===== src/hdl/shp_pkg.sv =====
// Shared constants and types for the serial pause and lane three block
package shp_pkg;

    // Lane layout of the four-wire data group
    localparam int LANE_COUNT = 4;
    localparam int LANE_DATA_IN = 0; // Serial input, lane 0
    localparam int LANE_DATA_OUT = 1; // Serial output, lane 1
    localparam int LANE_PAUSE = 3; // Pause pin doubling as lane 3

    // Bit position counter within one byte
    localparam int BIT_POS_W = 3;
    localparam logic [BIT_POS_W-1:0] BIT_POS_RESET = 3'h0;
    localparam logic [BIT_POS_W-1:0] BIT_STEP_SINGLE = 3'h1;
    localparam logic [BIT_POS_W-1:0] BIT_STEP_QUAD = 3'h4;

    // Reset values of the synchronised pins
    localparam logic CS_N_RESET = 1'b1;
    localparam logic SCK_RESET = 1'b0;
    localparam logic [LANE_COUNT-1:0] LANES_RESET = 4'h8; // Pause lane idles high
    localparam logic [LANE_COUNT-1:0] LANES_OFF = 4'h0;
    localparam logic [LANE_COUNT-1:0] LANES_ALL = 4'hF;

    // Pause state machine
    typedef enum logic [0:0] {
        SHP_RUN = 1'b0,
        SHP_PAUSED = 1'b1
    } shp_pause_state_type;

endpackage : shp_pkg


===== src/hdl/shp_sync2.sv =====
// Two flip-flop synchroniser with a constant reset value
`timescale 1ns/1ps
module shp_sync2 #(
    parameter int WIDTH = 1,
    parameter logic [WIDTH-1:0] RESET_VAL = '0
) (
    input wire logic clock_i,
    input wire logic reset_n_i,
    input wire logic [WIDTH-1:0] async_i,
    output logic [WIDTH-1:0] sync_o
);

    logic [WIDTH-1:0] meta_r;

    // First stage feeds only the second stage
    always_ff @(posedge clock_i or negedge reset_n_i) begin
        if (!reset_n_i) begin
            meta_r <= RESET_VAL;
            sync_o <= RESET_VAL;
        end else begin
            meta_r <= async_i;
            sync_o <= meta_r;
        end
    end

endmodule : shp_sync2


===== src/hdl/shp_pause_lane.sv =====
// Device-side pause function and shared quad lane three of a serial flash port
`timescale 1ns/1ps
module shp_pause_lane
    import shp_pkg::*;
(
    input wire logic clock_i,
    input wire logic reset_n_i,
    // Pins to and from the host
    input wire logic cs_n_i,
    input wire logic sck_i,
    input wire logic [LANE_COUNT-1:0] lanes_i,
    output logic [LANE_COUNT-1:0] lanes_o,
    output logic [LANE_COUNT-1:0] lanes_oe_o,
    // Command core, same clock
    input wire logic quad_in_i,
    input wire logic quad_out_i,
    input wire logic single_out_i,
    input wire logic [LANE_COUNT-1:0] tx_data_i,
    output logic tx_take_o,
    output logic rx_valid_o,
    output logic [LANE_COUNT-1:0] rx_data_o,
    output logic [BIT_POS_W-1:0] bit_pos_o,
    output logic op_start_o,
    output logic op_end_o,
    output logic paused_o,
    input wire logic op_busy_i,
    output logic op_busy_o
);

    logic rst_meta_r;
    logic rst_n_r;
    logic cs_n_s;
    logic sck_s;
    logic [LANE_COUNT-1:0] lanes_s;
    logic sck_d_r;
    logic cs_n_d_r;
    logic sck_rise;
    logic sck_fall;
    logic cs_fall;
    logic cs_rise;
    logic selected;
    logic quad_lane_en;
    logic pause_req;
    logic hold_ok;
    logic rise_ok;
    logic fall_ok;
    shp_pause_state_type state_r;
    shp_pause_state_type state_nxt;
    logic [BIT_POS_W-1:0] bit_cnt_r;
    logic [LANE_COUNT-1:0] out_r;
    logic [LANE_COUNT-1:0] oe_r;

    // Reset release through two flip-flops
    always_ff @(posedge clock_i or negedge reset_n_i) begin
        if (!reset_n_i) begin
            rst_meta_r <= 1'b0;
            rst_n_r <= 1'b0;
        end else begin
            rst_meta_r <= 1'b1;
            rst_n_r <= rst_meta_r;
        end
    end

    // Pin synchronisers
    shp_sync2 #(.WIDTH(1), .RESET_VAL(CS_N_RESET)) u_sync_cs (
        .clock_i(clock_i),
        .reset_n_i(rst_n_r),
        .async_i(cs_n_i),
        .sync_o(cs_n_s)
    );

    shp_sync2 #(.WIDTH(1), .RESET_VAL(SCK_RESET)) u_sync_sck (
        .clock_i(clock_i),
        .reset_n_i(rst_n_r),
        .async_i(sck_i),
        .sync_o(sck_s)
    );

    // Lane three resets high, as the pull-up would hold it
    shp_sync2 #(.WIDTH(LANE_COUNT), .RESET_VAL(LANES_RESET)) u_sync_lanes (
        .clock_i(clock_i),
        .reset_n_i(rst_n_r),
        .async_i(lanes_i),
        .sync_o(lanes_s)
    );

    // Previous samples for edge detection
    always_ff @(posedge clock_i or negedge rst_n_r) begin
        if (!rst_n_r) begin
            sck_d_r <= SCK_RESET;
            cs_n_d_r <= CS_N_RESET;
        end else begin
            sck_d_r <= sck_s;
            cs_n_d_r <= cs_n_s;
        end
    end

    // Edge and condition decode
    assign sck_rise = sck_s && !sck_d_r;
    assign sck_fall = !sck_s && sck_d_r;
    assign cs_fall = !cs_n_s && cs_n_d_r;
    assign cs_rise = cs_n_s && !cs_n_d_r;
    assign selected = !cs_n_s;
    assign quad_lane_en = quad_in_i || quad_out_i;
    assign pause_req = !lanes_s[LANE_PAUSE] && !quad_lane_en;
    assign hold_ok = selected && !sck_s;
    assign rise_ok = sck_rise && selected && (state_r == SHP_RUN);
    assign fall_ok = sck_fall && selected && (state_r == SHP_RUN);

    // Pause state: enters only when selected with clock low
    always_comb begin
        state_nxt = state_r;
        unique case (state_r)
            SHP_RUN: begin
                if (pause_req && hold_ok) begin
                    state_nxt = SHP_PAUSED;
                end
            end
            SHP_PAUSED: begin
                if (!pause_req || !selected) begin
                    state_nxt = SHP_RUN;
                end
            end
        endcase
    end

    always_ff @(posedge clock_i or negedge rst_n_r) begin
        if (!rst_n_r) begin
            state_r <= SHP_RUN;
        end else begin
            state_r <= state_nxt;
        end
    end

    // Bit position; held untouched while paused
    always_ff @(posedge clock_i or negedge rst_n_r) begin
        if (!rst_n_r) begin
            bit_cnt_r <= BIT_POS_RESET;
        end else if (cs_fall) begin
            bit_cnt_r <= BIT_POS_RESET;
        end else if (rise_ok || (fall_ok && !single_out_i && quad_out_i)) begin
            bit_cnt_r <= bit_cnt_r + (quad_lane_en ? BIT_STEP_QUAD : BIT_STEP_SINGLE);
        end else if (fall_ok && single_out_i) begin
            bit_cnt_r <= bit_cnt_r + BIT_STEP_SINGLE;
        end
    end

    // Input capture on rising edges
    always_ff @(posedge clock_i or negedge rst_n_r) begin
        if (!rst_n_r) begin
            rx_valid_o <= 1'b0;
            rx_data_o <= LANES_OFF;
        end else begin
            rx_valid_o <= rise_ok;
            if (rise_ok) begin
                if (quad_in_i) begin
                    rx_data_o <= lanes_s;
                end else begin
                    rx_data_o <= {3'h0, lanes_s[LANE_DATA_IN]};
                end
            end
        end
    end

    // Output launch on falling edges, floated while paused or deselected
    always_ff @(posedge clock_i or negedge rst_n_r) begin
        if (!rst_n_r) begin
            out_r <= LANES_OFF;
            oe_r <= LANES_OFF;
        end else if (!selected || state_nxt == SHP_PAUSED) begin
            oe_r <= LANES_OFF;
        end else if (fall_ok) begin
            if (quad_out_i) begin
                out_r <= tx_data_i;
                oe_r <= LANES_ALL;
            end else if (single_out_i) begin
                out_r <= {2'h0, tx_data_i[0], 1'b0};
                oe_r <= 4'h2;
            end else begin
                oe_r <= LANES_OFF;
            end
        end
    end

    // Self-timed busy registered for one cycle, unaffected by pause
    always_ff @(posedge clock_i or negedge rst_n_r) begin
        if (!rst_n_r) begin
            op_busy_o <= 1'b0;
        end else begin
            op_busy_o <= op_busy_i;
        end
    end

    // Operation framing pulses
    always_ff @(posedge clock_i or negedge rst_n_r) begin
        if (!rst_n_r) begin
            op_start_o <= 1'b0;
            op_end_o <= 1'b0;
        end else begin
            op_start_o <= cs_fall;
            op_end_o <= cs_rise;
        end
    end

    assign tx_take_o = fall_ok && (quad_out_i || single_out_i);
    assign lanes_o = out_r;
    assign lanes_oe_o = oe_r;
    assign bit_pos_o = bit_cnt_r;
    assign paused_o = (state_r == SHP_PAUSED);
endmodule : shp_pause_lane


===== config.mk =====
export PLATFORM = sky130hd
export DESIGN_NAME = shp_pause_lane
export DESIGN_NICKNAME = d
export VERILOG_FILES = /design/src/hdl/shp_pkg.sv /design/src/hdl/shp_sync2.sv /design/src/hdl/shp_pause_lane.sv
export SDC_FILE = /design/constraint.sdc
export NUM_CORES = 1
export LEC_CHECK = 0
export BUFFER_PORTS_ARGS = -buffer_cell sky130_fd_sc_hd__buf_2
export CAP_MARGIN = 30
export CORE_ASPECT_RATIO = 1.1
export CORE_MARGIN = 8
export CORE_UTILIZATION = 40
export DETAILED_ROUTE_END_ITERATION = 10
export GPL_TIMING_DRIVEN = 0
export PLACE_DENSITY = 0.64
export SLEW_MARGIN = 20
export SYNTH_ARGS = -nofsm -noshare
export SYNTH_HDL_FRONTEND = slang
export SYNTH_SLANG_ARGS = --single-unit

===== constraint.sdc =====
create_clock -name clock_i -period 1.2 [get_ports clock_i]
set_clock_uncertainty 0.05 [all_clocks]
set_input_delay 0.12 -clock clock_i [delete_from_list [all_inputs] [get_ports clock_i]]
set_output_delay 0.12 -clock clock_i [all_outputs]
set_load 0.05 [all_outputs]

==> results of run 1 <==
## registers in the layout (all words and copies together), names as in the netlist, 2 cells and up
name / count
lanes_oe_o: 2
u_sync_lanes.sync_o: 4
rx_data_o: 4
lanes_o: 4
bit_pos_o: 3
u_sync_lanes.meta_r: 4
## worst min-delay path, stage by stage
cell     delay [ns]
buf_2          0.14
nand2_1        0.06
o21ai_1        0.05
## power by group through the flow
stage               clock [µW]  combinational, µW  sequential (µW)
floorplan                    0                189             1620
global placement             0                598             1350
detailed placement           0                612             1360
CTS                        675                702             1340
global route               736                769             1360
finish                     651                724             1340
## routing by layer
metal	track usage, %	up-vias
li1	-	473
met1	11.3	486
met2	21.2	25
met3	5.99	5
met4	5.36	0
met5	0	-
## kinds of logic (layout without fill, tap and decap cells)
logic type                 after synthesis  in the layout
xor gates and xnor gates                 2              2
and+or+nand+nor                         26             26
adders and majority gates                2              2
AOI/OAI and AO/OA                       25             25
other                                    1              1
muxes                                    3              3
DFF                                     34             34
buffers and inverters                   11             75
## repair_timing
action	CTS	global route
endpoints found under the hold margin	12	0
gates resized for setup	28	14
hold buffers	11	0
cloned	0	0
setup buffers	8	2
pin swaps	5	3
endpoints found under the setup margin	20	24
## area by class of cell
type	count	area, µm²
Fill cell	253	1140
Sequential cell	34	862
Multi-Input combinational cell	59	485
Timing Repair Buffer	56	424
Clock buffer	7	55.1
Tap cell	34	42.5
Inverter	8	36.3
Buffer	3	27.5
Clock inverter	1	5.00
## path summary, 6_finish.rpt
check / endpoint / slack [ns] / cells after the start
worst max register to register: bit_pos_o[2] / -0.88 / 9
min in group asynchronous: rst_n_r / 0.06 / 2
worst min-delay path: rx_data_o[3] / 0.02 / 3
worst min register to register: lanes_o[1] / 0.26 / 0
max in group asynchronous: lanes_oe_o[2] / 0.38 / 0
worst max-delay path: bit_pos_o[2] / -0.88 / 9
## placed cells by master (no fill, tap or decap), types with 2 or more instances in the layout
master	n
inv_1	5
buf_2	27
o22ai_1	2
nor2_1	3
buf_4	10
nand2_1	10
buf_8	4
o21ai_2	4
buf_6	5
clkbuf_4	7
dfstp_2	5
dlygate4sd3_1	11
dfrtp_1	25
mux2i_1	2
o21ai_1	5
o21ai_0	4
dfrtp_2	4
nor2b_2	2
a21oi_1	5
## through the flow
stage | hold WS, ns | std cells | setup TNS, ns
5_1_grt | 0.00800 | 202 | -6.29
3_3_place_gp | -0.145 | 173 | -9.34
2_1_floorplan | -0.226 | 104 | -4.09
6_report | 0.0175 | 202 | -5.22
4_1_cts | 0.00904 | 200 | -5.24
3_5_place_dp | -0.140 | 173 | -5.34
==> key figures, run 1 <==
Drt
  • Via density per instance: 4.90
  • Uppermost layer routed: met4
  • First drt pass iteration count: 4
  • Met3 wire length: 177 µm
  • Final ANT Viol Nets: 0
  • Routed WL per cell: 14.6 µm
  • Vias post-DR: 989
  • WL met2: 1.55 mm
  • Metal-1 WL: 1.17 mm
  • 1st-iter DRT viols: 14
  • Final WL: 2.95 mm
  • Drt drc: 0

Synth
  • Yosys warns: 0
  • Mux share of post-synthesis cell area: 2.43%
  • Post-Syn Area: 1290 µm²
  • Yosys top cell by area: dfrtp_1
  • Synth Flop Type: dfrtp_1
  • Post-synth EDFFs: 0
  • Post-Synthesis Cells: 104
  • Most common cell in the netlist: dfrtp_1
  • Synth cell types: 30
  • Leading cell types by count after synthesis: dfrtp_1 (29), nand2_1 (12), inv_1 (8), o21ai_1 (8), a21oi_1 (6)
  • Register area share after synthesis: 66.5%
  • Syn Nets: 122
  • Share of the synthesized area in the top cell type: 56.3%
  • Simple-Gate Fraction of Synth Area: 12.2%
  • Share of flip-flops with an asynchronous set or reset: 100%
  • Synthesis-stage register bit count: 34
  • Xor and xnor area share after synthesis: 1.36%
  • Compound-gate portion of the synthesized area: 11.4%
  • Top cells by area, synth: dfrtp_1 (56%), dfstp_2 (10%), nand2_1 (3.5%)
  • Syn Area/Cell: 12.4 µm²
  • Main combinational cell family by area after synthesis: simple AND/OR/NAND/NOR gates
  • Post-Synth Adder-Cell Area: 1.94%

Timing
  • Fin crit share: 173%
  • RSZ-0062 raised after global routing: true
  • Max-slew violations: 0
  • Setup slack after layout: -0.875 ns
  • Least-Margin Pin Slew: 0.666 ns
  • Fmax: 0.482 GHz
  • Fin crit period: 2.08 ns
  • Slew Limit Headroom: 55.6%
  • Final Hold Fails: 0
  • Final Setup Violations: 13

Cells and area
  • Diodes inserted: 0
  • Layout overhead on the synthesized area: 50.4%
  • Nets: 185
  • Cell area after layout: 1940 µm²
  • Finished Core Util: 63.0%
  • Fraction of layout cells with a size suffix above 1: 51.8%

Global routing
  • GR Overflow Total: 0
  • Initial antenna violation count: 0
  • Vias in the first global route: 1032
  • Largest net degree at the start of global routing: 33
  • All-Layer GR Usage: 11.8%
  • First-pass GRT wire length: 4.82 mm

Critical path
  • CP max FO: 4
  • Critical path origin: u_sync_sck.sync_o
  • Crit path arrival time: 2.29 ns
  • Crit. End Element: register
  • Cell Chain, Critical Path: nor4bb_4 -> o21ai_2 -> or2_1 -> ha_2 -> ha_4 -> xor2_2 -> xnor2_1 -> a21oi_1 -> a31oi_1
  • Slowest stage delay, CP: 0.46 ns
  • CP startpoint kind: register
  • Worst path slowest cell: dfrtp_2
  • RR Startpoint: u_sync_sck.sync_o
  • WP data required: 1.41 ns
  • Top delay family on crit path: simple AND/OR/NAND/NOR gates
  • Critical path buffers and inverters: 0
  • Worst Setup Path Type: reg -> reg

Clocking
  • CTS clk-pin slew, worst paths: 0.10 ns
  • Clk sinks: 34
  • CTS Buf Count: 5
  • Longest Clk Path Bufs: 2
  • CTS tree: done
  • CTS H-tree lvls: 2
  • Clock Latency Late Sink: 0.33 ns
  • CTS root buf: clkbuf_4

Floorplan
  • Core ar.: 3070 µm²
  • Std-Cell Rows: 21
  • Top Ports: 37
  • Die height: 75.5 µm
  • Die Width: 70.1 µm
  • Die footprint: 5300 µm²
  • Starting density of the core: 41.9%

Power
  • Leak: 0.000931 µW
  • Flop pwr share: 49.3%
  • Sw power: 922 µW
  • Comb pwr share: 26.7%
  • Clock Power Share: 24.0%
  • Switching part of the total power: 34.0%
  • Internal power: 1790 µW
  • Final Power: 2720 µW
  • VDD IR max: 1.06 mV
  • Power Density: 1400 nW/µm²

Place
  • Final HPWL DP: 1.90 mm
  • I/O Buffers: 35
  • Place WS: -1.04 ns
  • DP Area: 1550 µm²
  • Final Wtd Congestion: 0.752

Flow run
  • Maxcap violations: 0

Worst hold path
  • Worst Hold Launch: quad_in_i
  • Hold Path Class: in -> reg

Run status
  • Status: finished with violations
  • Failing checks: negative setup slack
Power figures use the tool's default switching activity.
==> inputs of run 2 (changes only) <==
Settings changed: ABC_AREA set to 1.
==> key figures, run 2 <==
Cells and area
  • Cell area after layout: 1860 µm² (-3.9%)
  • Nets: 196 (+5.9%)
  • Diodes inserted: 0 (unchanged)
  • Most frequent cells in the layout: nand2_1 (34), buf_2 (27), dfrtp_1 (26)
  • Layout overhead on the synthesized area: 49.1%
  • Most common cell after layout, fill and taps aside: nand2_1
  • Fraction of layout cells with a size suffix above 1: 46.4% (-5.4 points)

Timing
  • RSZ-0062 raised after global routing: true
  • Fmax: 0.588 GHz (+22%)
  • Fin crit share: 142% (-31 points)
  • Worst Hold Slack: 0.0338 ns (+0.0164 ns)
  • Final Setup Violations: 17 (+4)
  • Setup slack after layout: -0.502 ns (+0.374 ns)
  • Slew Limit Headroom: 55.7% (about the same)
  • Final Hold Fails: 0 (unchanged)
  • Fin crit period: 1.70 ns (-0.374 ns)
  • Max-slew violations: 0 (unchanged)
  • Least-Margin Pin Slew: 0.665 ns (-0.000657 ns)

Critical path
  • Cell Chain, Critical Path: nor2_4 -> nand3_4 -> nand2_4 -> nand2_4 -> ha_4 -> ha_4 -> xor2_2 -> inv_1 -> nand3_1 -> nand2_1 -> nand2_1 -> nand2_1
  • Critical path buffers and inverters: 1 (+1)
  • Critical path origin: u_sync_cs.sync_o
  • CP startpoint kind: register
  • CP max FO: 3 (-1)
  • Top delay family on crit path: flip-flops
  • RR Startpoint: u_sync_cs.sync_o
  • Crit path arrival time: 1.89 ns (-0.40 ns)
  • Worst Setup Path Type: reg -> reg
  • Crit. End Element: register
  • Worst path slowest cell: dfstp_2
  • Slowest stage delay, CP: 0.61 ns (+0.15 ns)
  • WP data required: 1.38 ns (-0.03 ns)
  • R2R Setup Slk: -0.50 ns (+0.37 ns)
  • CP most frequent cell: nand2_1

Global routing
  • Vias in the first global route: 976 (-5.4%)
  • First-pass GRT wire length: 4.29 mm (-11%)
  • All-Layer GR Usage: 10.7% (-1.2 points)
  • GR Overflow Total: 0 (unchanged)
  • Initial antenna violation count: 0 (unchanged)
  • Largest net degree at the start of global routing: 33 (unchanged)

Power
  • VDD IR max: 0.977 mV (-7.9%)
  • Power Density: 1580 nW/µm² (+13%)
  • Leak: 0.000948 µW (+1.9%)
  • Final Power: 2940 µW (+8.2%)

Floorplan
  • Die footprint: 5170 µm² (-2.4%)
  • Std-Cell Rows: 21 (unchanged)
  • Die height: 74.6 µm (-1.2%)
  • Top Ports: 37 (unchanged)
  • Core ar.: 3020 µm² (-1.7%)
  • Die Width: 69.3 µm (-1.2%)
  • Starting density of the core: 41.3% (-0.60 points)

Drt
  • Routed WL per cell: 11.8 µm (-19%)
  • Vias post-DR: 951 (-3.8%)
  • Final ANT Viol Nets: 0 (unchanged)
  • Drt drc: 0 (unchanged)
  • Via density per instance: 4.46 (-8.8%)
  • 1st-iter DRT viols: 27 (+13)
  • First drt pass iteration count: 4 (unchanged)
  • Final WL: 2.51 mm (-15%)

Synth
  • Synthesis-stage register bit count: 34 (unchanged)
  • Synth cell types: 19 (-37%)
  • Leading cell types by count after synthesis: nand2_1 (37), dfrtp_1 (29), inv_1 (9)
  • Most common cell in the netlist: nand2_1
  • Simple-Gate Fraction of Synth Area: 20.5% (+8.3 points)
  • Top cells by area, synth: dfrtp_1 (58%), nand2_1 (11%), dfstp_2 (11%)
  • Post-Syn Area: 1250 µm² (-3.1%)
  • Mux share of post-synthesis cell area: 0% (-2.4 points)
  • Synth Flop Type: dfrtp_1
  • Post-Synthesis Cells: 115 (+11%)
  • Share of flip-flops with an asynchronous set or reset: 100% (unchanged)
  • Syn Area/Cell: 10.9 µm² (-12%)
  • Post-synth EDFFs: 0 (unchanged)
  • Main combinational cell family by area after synthesis: simple AND/OR/NAND/NOR gates
  • Syn Nets: 133 (+9.0%)
  • Register area share after synthesis: 68.6% (+2.1 points)
  • Yosys top cell by area: dfrtp_1
  • Yosys warns: 0 (unchanged)
  • Xor and xnor area share after synthesis: 0.701% (-0.66 points)
  • Post-Synth Adder-Cell Area: 2.00% (+0.062 points)
  • Compound-gate portion of the synthesized area: 3.61% (-7.8 points)
  • Share of the synthesized area in the top cell type: 58.1% (+1.8 points)

Run status
  • Failing checks: negative setup slack
  • Status: finished with violations

Place
  • Final HPWL DP: 1.73 mm (-8.9%)
  • DP Area: 1530 µm² (-0.89%)
  • I/O Buffers: 36 (+2.9%)
  • Place WS: -0.618 ns (+0.421 ns)
  • Final Wtd Congestion: 0.776 (+3.2%)

Clocking
  • CTS root buf: clkbuf_4
  • Clock Latency Late Sink: 0.33 ns (about the same)
  • Clk sinks: 34 (unchanged)
  • CTS Buf Count: 5 (unchanged)
  • CTS H-tree lvls: 2 (unchanged)
  • Longest Clk Path Bufs: 2 (unchanged)
  • CTS tree: done
  • CTS clk-pin slew, worst paths: 0.10 ns (about the same)

Flow run
  • Maxcap violations: 0 (unchanged)

Worst hold path
  • Hold Path Class: in -> async
run 2: changes by cell type in the layout (fill, tap and decap cells not counted), moves of 3 or more:
cell     change
inv_2        +5
nand2_1     +24
o21ai_2      -4
a21oi_1      -3
nor2_4       +4
nand3_1      +4
run 2: cells by family after synthesis:
family                     after synthesis
AOI/OAI and AO/OA                        9
xor gates and xnor gates                 1
adders and majority gates                2
buffers and inverters                   12
DFF                                     34
other                                    1
and+or+nand+nor                         56
run 2: metal layers:
metal  up-vias  part of all wire (%)  GRT usage [%]
li1        479                     -              -
met1       440                    39           9.28
met2        25                    53           19.6
met3         7                   5.8           5.07
met4         0                   2.4           6.83
met5         -                     0              0
run 2: per-stage QoR:
| stage | cells | TNS, ns | utilization, % |
|---|---|---|---|
| 3_3_place_gp | 185 | -6.41 | 50.7 |
| 5_1_grt | 213 | -4.83 | 61.6 |
| 6_report | 213 | -3.26 | 61.6 |
| 3_5_place_dp | 185 | -1.68 | 50.8 |
| 4_1_cts | 211 | -2.61 | 60.3 |
| 2_1_floorplan | 115 | -2.05 | - |
run 2: final cells by class:
type	count	area (µm²)
well taps	34	42.5
flip-flops and latches	34	861
clock inverters	1	5.00
inverters	10	37.5
multi-input cells	69	429
repair buffers	56	409
clock buffers	7	55.1
fillers	252	1160
plain buffers	2	22.5
run 2: worst paths after layout:
check | end | cells after the start
setup / recovery | bit_pos_o[2] | 12
hold / removal | rst_n_r | 2
setup reg to reg | bit_pos_o[2] | 12
hold reg to reg | u_sync_sck.meta_r | 0
max in group asynchronous | u_sync_sck.sync_o | 0
min in group clock_i | lanes_o[3] | 3
run 2: timing repair:
item / in CTS / in global routing
resized for setup: 19 / 14
pin swaps: 8 / 1
endpoints found under the hold margin: 15 / 0
setup endpoints to repair: 15 / 21
buffers inserted: 6 / 2
hold buffers: 12 / 0
run 2: power by group:
part / switching (µW) / internal [µW]
Sequential: 119 / 1280
Combinational: 588 / 309
Clock: 361 / 284
Total: 1070 / 1870
